<file path="src/common/smagg_pkg.sv">
// Shared constants and types for the status mask aggregator.
package smagg_pkg;

	localparam int unsigned SMAGG_W = 16;
	localparam int unsigned SMAGG_GROUPS = 4;

	localparam logic [15:0] SMAGG_FID_HW_MASK = 16'h0010;
	localparam logic [15:0] SMAGG_FID_COM_MASK = 16'h0011;
	localparam logic [15:0] SMAGG_FID_SW_MASK = 16'h0012;
	localparam logic [15:0] SMAGG_FID_SENS_MASK = 16'h0013;
	localparam logic [15:0] SMAGG_FID_SENS_FLAGS = 16'h0014;

	localparam logic [15:0] SMAGG_MASK_RST = 16'h0000;
	localparam logic [15:0] SMAGG_HW_VALID = 16'h000f;
	localparam logic [15:0] SMAGG_COM_VALID = 16'h0001;
	localparam logic [15:0] SMAGG_SW_VALID = 16'h000f;
	localparam logic [15:0] SMAGG_SENS_VALID = 16'h0001;

	localparam logic [1:0] SMAGG_GRP_HW = 2'h0;
	localparam logic [1:0] SMAGG_GRP_COM = 2'h1;
	localparam logic [1:0] SMAGG_GRP_SW = 2'h2;
	localparam logic [1:0] SMAGG_GRP_SENS = 2'h3;

	typedef enum logic [2:0] {
		SMAGG_SEL_HW = 3'b000,
		SMAGG_SEL_COM = 3'b001,
		SMAGG_SEL_SW = 3'b010,
		SMAGG_SEL_SENS = 3'b011,
		SMAGG_SEL_FLAGS = 3'b100,
		SMAGG_SEL_NONE = 3'b111
	} smagg_sel_t;

	typedef struct packed {
		logic [11:0] reserved;
		logic nonvolatile_write_unlocked;
		logic no_differential_correction;
		logic internal_receiver_unlocked;
		logic pulse_per_second_unlocked;
	} smagg_hw_flags_t;

	typedef struct packed {
		logic [14:0] reserved;
		logic no_external_receiver_data;
	} smagg_com_flags_t;

	typedef struct packed {
		logic [14:0] reserved;
		logic excess_input_indicator;
	} smagg_sens_flags_t;

	typedef struct packed {
		logic master_alert_flag;
		logic sensor_summary;
		logic software_summary;
		logic communication_summary;
		logic hardware_summary;
	} smagg_summary_t;

	typedef struct packed {
		logic valid;
		logic write;
		logic [15:0] field_id;
		logic [15:0] wdata;
	} smagg_cmd_t;

	typedef struct packed {
		logic valid;
		logic ok;
		logic [15:0] rdata;
	} smagg_rsp_t;

	typedef struct packed {
		logic [3:0][15:0] mask;
		smagg_summary_t summary;
		smagg_rsp_t rsp;
	} smagg_state_t;

endpackage : smagg_pkg

</file>
<file path="src/verilog/smagg_field_decode.sv">
// Field identifier decoder for the status mask aggregator.
`timescale 1ns/1ps
module smagg_field_decode import smagg_pkg::*; (
	input wire logic [15:0] field_id,
	output smagg_sel_t sel
);

	function automatic smagg_sel_t smagg_decode(input logic [15:0] id);
		smagg_sel_t s;
		s = SMAGG_SEL_NONE;
		// [RULE_04] Hardware, communication ids.
		if (id == SMAGG_FID_HW_MASK) begin
			s = SMAGG_SEL_HW;
		end else if (id == SMAGG_FID_COM_MASK) begin
			s = SMAGG_SEL_COM;
		// [RULE_05] Software, sensor ids.
		end else if (id == SMAGG_FID_SW_MASK) begin
			s = SMAGG_SEL_SW;
		end else if (id == SMAGG_FID_SENS_MASK) begin
			s = SMAGG_SEL_SENS;
		end else if (id == SMAGG_FID_SENS_FLAGS) begin
			s = SMAGG_SEL_FLAGS;
		end
		return s;
	endfunction : smagg_decode

	// Maps each field identifier onto a mask slot, the sensor flag field or none.
	assign sel = smagg_decode(field_id);

endmodule : smagg_field_decode

</file>
<file path="src/verilog/smagg_group_reduce.sv">
// Masked OR reduction of one group of condition flags.
`timescale 1ns/1ps
module smagg_group_reduce import smagg_pkg::*; (
	input wire logic [15:0] flags,
	input wire logic [15:0] mask,
	input wire logic [15:0] valid_bits,
	output logic hit
);

	// Reserved positions are dropped before the reduction.
	assign hit = |(flags & mask & valid_bits);

endmodule : smagg_group_reduce

</file>
<file path="src/verilog/smagg_top.sv">
// Status mask aggregator: field commands, enable masks and summary word.
//
// Behaviour
// [RULE_01] Sensor summary is OR of sensor flags ANDed with sensor mask.
// [RULE_02] Sensor flags: excess input at bit 0, bits 1 to 15 reserved.
// [RULE_03] Masks are written and read only through field read and write commands.
// [RULE_04] Hardware mask is field 0x0010, communication mask 0x0011, any value.
// [RULE_05] Software mask is field 0x0012, sensor mask 0x0013, any value.
// [RULE_06] Enabled hardware flag raises hardware summary and master alert.
// [RULE_07] Enabled communication flag raises communication summary and master alert.
// [RULE_08] Enabled software flag raises software summary and master alert; the code counts only software flag bits 0 to 3.
// [RULE_09] Enabled sensor flag raises sensor summary and master alert.
// [RULE_10] Hardware flags occupy bits 0 to 3, bits 4 to 15 reserved.
// [RULE_11] Communication flags: no external receiver data at bit 0, rest reserved.
// [RULE_12] Master alert is OR of four summaries; reserved mask bits do nothing.
`timescale 1ns/1ps
module smagg_top import smagg_pkg::*; (
	input wire logic ref_clk,
	input wire logic rstn,
	input smagg_cmd_t cmd,
	output smagg_rsp_t rsp,
	input smagg_hw_flags_t hardware_condition_flags,
	input smagg_com_flags_t communication_condition_flags,
	input wire logic [15:0] software_condition_flags,
	input smagg_sens_flags_t sensor_condition_flags,
	output smagg_summary_t self_test_summary_word
);

	smagg_state_t st_q;
	smagg_state_t st_d;
	smagg_sel_t sel;
	logic [3:0][15:0] grp_flags;
	logic [3:0][15:0] grp_valid;
	logic [3:0] grp_hit;
	logic [1:0] grp_idx;
	logic is_mask;

	smagg_field_decode u_decode (
		.field_id(cmd.field_id),
		.sel(sel)
	);

	// [RULE_10] Hardware flag layout.
	assign grp_flags[SMAGG_GRP_HW] = hardware_condition_flags;
	// [RULE_11] Communication flag layout.
	assign grp_flags[SMAGG_GRP_COM] = communication_condition_flags;
	assign grp_flags[SMAGG_GRP_SW] = software_condition_flags;
	// [RULE_02] Sensor flag layout.
	assign grp_flags[SMAGG_GRP_SENS] = sensor_condition_flags;

	// [RULE_12] Reserved positions masked.
	assign grp_valid[SMAGG_GRP_HW] = SMAGG_HW_VALID;
	assign grp_valid[SMAGG_GRP_COM] = SMAGG_COM_VALID;
	assign grp_valid[SMAGG_GRP_SW] = SMAGG_SW_VALID;
	assign grp_valid[SMAGG_GRP_SENS] = SMAGG_SENS_VALID;

	for (genvar g = 0; g < SMAGG_GROUPS; g++) begin : g_grp
		smagg_group_reduce u_reduce (
			.flags(grp_flags[g]),
			.mask(st_q.mask[g]),
			.valid_bits(grp_valid[g]),
			.hit(grp_hit[g])
		);
	end

	assign grp_idx = sel[1:0];
	assign is_mask = (sel == SMAGG_SEL_HW) || (sel == SMAGG_SEL_COM)
		|| (sel == SMAGG_SEL_SW) || (sel == SMAGG_SEL_SENS);

	always_comb begin
		st_d = st_q;
		st_d.rsp = '0;
		// [RULE_01] Sensor group summary.
		st_d.summary.sensor_summary = grp_hit[SMAGG_GRP_SENS];
		// [RULE_06] Hardware group summary.
		st_d.summary.hardware_summary = grp_hit[SMAGG_GRP_HW];
		// [RULE_07] Communication group summary.
		st_d.summary.communication_summary = grp_hit[SMAGG_GRP_COM];
		// [RULE_08] Software group summary.
		st_d.summary.software_summary = grp_hit[SMAGG_GRP_SW];
		// [RULE_09] Master alert from all groups.
		st_d.summary.master_alert_flag = |grp_hit;
		if (cmd.valid) begin
			st_d.rsp.valid = 1'b1;
			// [RULE_03] Field command access.
			unique case (sel)
				SMAGG_SEL_HW, SMAGG_SEL_COM, SMAGG_SEL_SW, SMAGG_SEL_SENS: begin
					st_d.rsp.ok = 1'b1;
					// [RULE_04] Whole word stored.
					if (cmd.write) begin
						st_d.mask[grp_idx] = cmd.wdata;
						st_d.rsp.rdata = cmd.wdata;
					end else begin
						st_d.rsp.rdata = st_q.mask[grp_idx];
					end
				end
				SMAGG_SEL_FLAGS: begin
					st_d.rsp.ok = !cmd.write;
					st_d.rsp.rdata = cmd.write ? 16'h0000 : sensor_condition_flags;
				end
				SMAGG_SEL_NONE: begin
					st_d.rsp.ok = 1'b0;
				end
			endcase
		end
	end

	always_ff @(posedge ref_clk or negedge rstn) begin
		if (!rstn) begin
			st_q.mask <= {SMAGG_GROUPS{SMAGG_MASK_RST}};
			st_q.summary <= '0;
			st_q.rsp <= '0;
		end else begin
			st_q <= st_d;
		end
	end

	assign rsp = st_q.rsp;
	assign self_test_summary_word = st_q.summary;

	// Reference hits for the checks below, one bit per group.
	logic [3:0] chk_hit;
	assign chk_hit[SMAGG_GRP_HW] = |(hardware_condition_flags
		& st_q.mask[SMAGG_GRP_HW] & SMAGG_HW_VALID);
	assign chk_hit[SMAGG_GRP_COM] = |(communication_condition_flags
		& st_q.mask[SMAGG_GRP_COM] & SMAGG_COM_VALID);
	assign chk_hit[SMAGG_GRP_SW] = |(software_condition_flags
		& st_q.mask[SMAGG_GRP_SW] & SMAGG_SW_VALID);
	assign chk_hit[SMAGG_GRP_SENS] = sensor_condition_flags.excess_input_indicator
		&& st_q.mask[SMAGG_GRP_SENS][0];
endmodule : smagg_top
</file>
<file path="config.mk">
export PLATFORM = sky130hd
export DESIGN_NAME = smagg_top
export DESIGN_NICKNAME = d
export VERILOG_FILES = /design/src/common/smagg_pkg.sv /design/src/verilog/smagg_field_decode.sv /design/src/verilog/smagg_group_reduce.sv /design/src/verilog/smagg_top.sv
export SDC_FILE = /design/constraint.sdc
export NUM_CORES = 1
export LEC_CHECK = 0
export BUFFER_PORTS_ARGS = -buffer_cell sky130_fd_sc_hd__buf_2
export CORE_MARGIN = 5
export CORE_UTILIZATION = 55
export CTS_CLUSTER_DIAMETER = 150
export CTS_CLUSTER_SIZE = 20
export DETAILED_ROUTE_END_ITERATION = 12
export PLACE_DENSITY = 0.93
export SLEW_MARGIN = 20
export SYNTH_ARGS = -nofsm -noshare
export SYNTH_HDL_FRONTEND = slang
export SYNTH_SLANG_ARGS = --single-unit
</file>
<file path="constraint.sdc">
create_clock -name ref_clk -period 2.65 [get_ports ref_clk]
set_input_delay 0.6625 -clock ref_clk [delete_from_list [all_inputs] [get_ports ref_clk]]
set_output_delay 0.6625 -clock ref_clk [all_outputs]
set_load 0.02 [all_outputs]
</file>
; Yosys cells after proc, flatten, opt, wreduce, memory -nomap -nowiden
; Cells that the tools add are included.
; W data, S select, Z words.
[word_totals]
elab_cells = 51
output_inout_bits = 23
ff_bits = 87
[op_classes]
n_reduce_logical = 8
bitwise = 4
mux = 15
magnitude_cmp = 2
eq_ne = 10
[op_table]
columns = cell, n
row1 = $eq A16 B5 Y1 const B, 5
row2 = $bwmux W64, 1
row3 = $mux W16, 4
row4 = $bmux W16 S2, 1
row5 = $demux W16 S2, 1
row6 = $pmux W16 S2, 1
row7 = $mux W18, 1
row8 = $mux W3, 4
row9 = $reduce_or A4 Y1, 3
row10 = $reduce_or A10 Y1, 1
row11 = $and A4 B4 Y4, 2
row12 = $eq A3 B2 Y1 const B, 2
row13 = $eq A3 B3 Y1 const B, 2
row14 = $eq A3 B1 Y1 const B, 1
row15 = $logic_not A3 Y1, 1
row16 = $lt A2 B3 Y1 const B, 1
row17 = $pmux W1 S3, 1
row18 = $reduce_and A3 Y1, 1
row19 = $and A1 B1 Y1, 2
row20 = $ge A2 B1 Y1 const B, 1
row21 = $mux W2, 1
row22 = $logic_and A1 B1 Y1, 1
row23 = $logic_not A1 Y1, 1

; Longest topological paths before layout
[depth]
word_depth = 11
ltp_mapped = 7
depth_no_buf = 5

; Cells and area by module
; A second synthesis with hierarchy kept.
[hier_totals]
cells_unflattened = 370
area_unflattened_um2 = 4524.3
[by_module_without_submodules]
columns = mod, seq_area_each_um2, area_per_inst_um2, cells_per_inst, instances
row1 = smagg_top, 2177.1, 3993.8, 275, 1
row2 = smagg_group_reduce, 0.0, 113.9, 21, 4
row3 = smagg_field_decode, 0.0, 75.1, 11, 1

; Worst setup path after synthesis
; No wires, ideal clock.
[synth_path]
path_kind = input port to flip-flop
from = input port cmd[21] (netlist bit)
to = register st_q[39] (netlist name)
setup_ns = 0.128
t_arrival_ns = 2.828
slack_ns = -0.306
stages = 6
path_buffers = 2
path_cell_list = or4b_4 -> or4_4 -> buf_6 -> nor4_4 -> buf_4 -> mux2_1
[synth_via]
elab_chain_cells = 11
[synth_lines]
columns = item, line_no
row1 = from (decl), smagg_top.sv:20  ; input smagg_cmd_t cmd,
row2 = $eq A16 B5 Y1, smagg_field_decode.sv:21  ; end else if (id == SMAGG_FID_SENS_FLAGS) begin
row3 = $mux W2, smagg_field_decode.sv:21
row4 = $mux W3, smagg_field_decode.sv:19  ; end else if (id == SMAGG_FID_SENS_MASK) begin
row5 = $mux W3, smagg_field_decode.sv:17  ; end else if (id == SMAGG_FID_SW_MASK) begin
row6 = $mux W3, smagg_field_decode.sv:14  ; end else if (id == SMAGG_FID_COM_MASK) begin
row7 = $mux W3 (*), smagg_field_decode.sv:12  ; if (id == SMAGG_FID_HW_MASK) begin
row8 = $lt A2 B3 Y1 (not written as such) / $ge A2 B1 Y1 (equally long branches), smagg_top.sv:91  ; st_d.mask[grp_idx] = cmd.wdata;
row9 = $logic_and A1 B1 Y1 (not written as such), smagg_top.sv:91
row10 = $mux W16 (not written as such), smagg_top.sv:91
row11 = $demux W16 S2, smagg_top.sv:91
row12 = $bwmux W64, smagg_top.sv:91
; Every way passes the cells marked *; elsewhere a longest branch is shown, timed or not.
; A chain may end at the register's enable or synchronous reset.

; Worst setup path in the final report
[layout_path]
from = input port cmd[31] (netlist bit)
to = register st_q[56] (netlist name)
[layout_via]
elab_chain_cells = 11
[layout_lines]
columns = item, line_no
row1 = $eq A16 B5 Y1, smagg_field_decode.sv:21
row2 = $mux W2, smagg_field_decode.sv:21
row3 = $mux W3, smagg_field_decode.sv:19
row4 = $mux W3, smagg_field_decode.sv:17
row5 = $mux W3, smagg_field_decode.sv:14
row6 = $mux W3 (*), smagg_field_decode.sv:12
row7 = $lt A2 B3 Y1 (not written as such) / $ge A2 B1 Y1 (equally long branches), smagg_top.sv:91
row8 = $logic_and A1 B1 Y1 (not written as such), smagg_top.sv:91
row9 = $mux W16 (not written as such), smagg_top.sv:91
row10 = $demux W16 S2, smagg_top.sv:91
row11 = $bwmux W64, smagg_top.sv:91
; Marked as above.

==> metrics.yaml <==
outcome: "complete, no violations"
path_max_fanout: 16
cp.required_ns: 2.90
ios: 123
multi_input_area_um2: 1570
numClockSinks: 87
synth_area_per_cell_um2: 13.7
r2r_setup_slack_ns: 1.29
antenna_found_initial: 0
synthesis.nets: 380
max_freq_mhz: 390
clk_pin_slew_ns: 0.08
finalClockSkew_ns: 0.00616
drtPass1Iterations: 4
syn_area_um2: 3830
yosys_most_used_dff: "dfrtp_1"
finalWirelength_um: 10000
powerDensity_nw_per_um2: 506
clock_latency_ns: 0.36
relSlewSlack: 0.527
route.detailed.drc: 0
yosys-top-cells-area: "dfrtp_1, mux2_1, mux2_2, o22ai_1, mux2_4"
drt_iter0_markers: 279
drive_gt1_frac: 0.468
cts_buffer_depth: 2
reg2reg_depth: 3
cts_htree_levels: 3
gp_congestion: 0.836
crit_path_start_kind: "input pin"
rows: 30
cts_made_buffers: 9
synth_top_cells_by_count: "dfrtp_1, o22ai_1, mux2_1, mux2_2, a22oi_1"
die_h_um: 93.4
io_buffers: 83
post-place-ws_ns: -0.281
crit_arrival_ns: 2.81
setup_viol: 0
grt_pass1_wl_um: 15900
hold_class: "in2async"
syn_to_final_growth_pct: 23.5
fin_nets: 482
seq_area_um2: 2180
antennaDiodeCount: 0
grt_overflow: 0
synth_cell_type_count: 38
die-area_um2: 8730
timing.final.crit_share: 0.967
finalCoreUtilization: 0.696
synth_seq_cells: 87
worst_pin_slew_ns: 0.709
regToRegEndpoint: "self_test_summary_word[4]"
seq_area_frac_synth: 0.569
yosys.area.top_type: "dfrtp_1"
worst_r2r_startpoint: "st_q[57]"
fill_cells: 467
core_area_um2: 6790
first_global_vias: 3237
yosysMostFrequentCell: "dfrtp_1"
worst_setup_path_end_kind: "flip-flop"
finalWorstSetupSlack_ns: 0.0882
tritoncts: "done"
grt_usage: 0.242
die_x_um: 93.4
timing.hold.ws_ns: 0.347
leakagePower_nw: 2.45
netlist.area_leader.share: 0.569
hold_viol: 0
maxCapViolCount: 0
synth_edf_count: 0
path_class: "in2reg"
initial_core_util: 0.563
rsz0062_at_grt: "false"
grt_max_degree: 57
synthArstFlopShare: 1.00
wl_per_cell_um: 20.7
cts_hold_buf: 0
peakVddDrop_uv: 344
cts_root_buffer: "clkbuf_8"
vias: 2952
syn_inst: 280
maxSlewViolCount: 0
vias_per_cell: 6.11
yosys_warnings: 0
fin_crit_ns: 2.56
dp_hpwl_um: 6900
antenna_left: 0
## final cells by class
cell class | instances | share of cell area
flip-flops and latches | 87 | 0.461
multi-input cells | 169 | 0.332
repair buffers | 110 | 0.135
clock buffers | 10 | 0.0291
well taps | 96 | 0.0254
clock inverters | 6 | 0.0146
inverters | 5 | 0.00397
## where the power goes
group          total (mW)  switching, mW  leakage, nW  internal [mW]
combinational       0.127         0.0782         1.14         0.0485
clock               0.940          0.474        0.103          0.466
sequential           1.33       0.000236         1.21           1.33
## cells by family (layout without fill, tap and decap cells)
kind of cell | count (synthesis) | after routing | share of synthesized area
flops | 87 | 87 | 0.569
simple gates | 34 | 34 | 0.0664
buf+inv | 24 | 131 | 0.0340
fa+ha+maj | 1 | 1 | 0.00262
compound gates | 71 | 71 | 0.133
mux | 63 | 63 | 0.195
## cells in the final DEF (no fill, tap or decap), types with 4 or more instances in the layout
cell / Yosys / routed
dfrtp_1: 87 / 87
buf_2: 2 / 82
o22ai_1: 29 / 28
buf_4: 2 / 26
mux2_2: 25 / 25
mux2_1: 28 / 21
a22oi_1: 19 / 19
mux2_4: 10 / 17
o221ai_1: 15 / 15
clkbuf_8: 0 / 10
or3_1: 6 / 6
inv_1: 4 / 4
nand2_1: 4 / 4
## per-layer routing
metal	wire, um	vias up	global-route usage	part of all wire
met4	277	0	0.127	0.028
met1	3860	1488	0.278	0.39
li1	-	1289	-	-
met5	0	-	0	0
met3	778	30	0.0708	0.078
met2	5100	145	0.406	0.51
## per-stage QoR
step	instance area, um2	power [mW]	setup TNS [ns]	instances
floorplan	3880	1.38	-10.80	280
global placement	4510	1.47	-13.66	467
detailed placement	4510	1.48	-16.55	467
CTS	4720	2.41	0	483
global route	4730	2.48	0	483
finish	4730	2.39	0	483
## sequential cells by signal (all words and copies together), names as in the netlist
signal,count
self_test_summary_word,5
st_q,64
rsp,18
## how the worst max path moves through the flow
| stage | from | to | slack, ns | depth (start not counted) |
|---|---|---|---|---|
| after global placement | cmd[31] | rsp[11] | -0.24 | 8 |
| final | cmd[31] | st_q[56] | 0.09 | 6 |
| after detailed placement | cmd[27] | st_q[35] | -0.28 | 6 |
| after floorplan | cmd[21] | st_q[76] | -0.24 | 7 |
| after global routing | cmd[27] | st_q[37] | 0.05 | 6 |
| after CTS | cmd[31] | rsp[7] | 0.03 | 8 |
## worst max-delay path, cell delays in order
cell,delay (ns)
buf_2,0.10
or4_4,0.56
or4_4,0.58
or3_1,0.39
buf_12,0.20
mux2_1,0.32
## repair_timing
action                                  4_1_cts  5_1_grt
endpoints found under the setup margin        0        1
gates resized for setup                       0        2
setup buffers                                 0        0
Note: power is estimated with default switching activity, not from simulation.
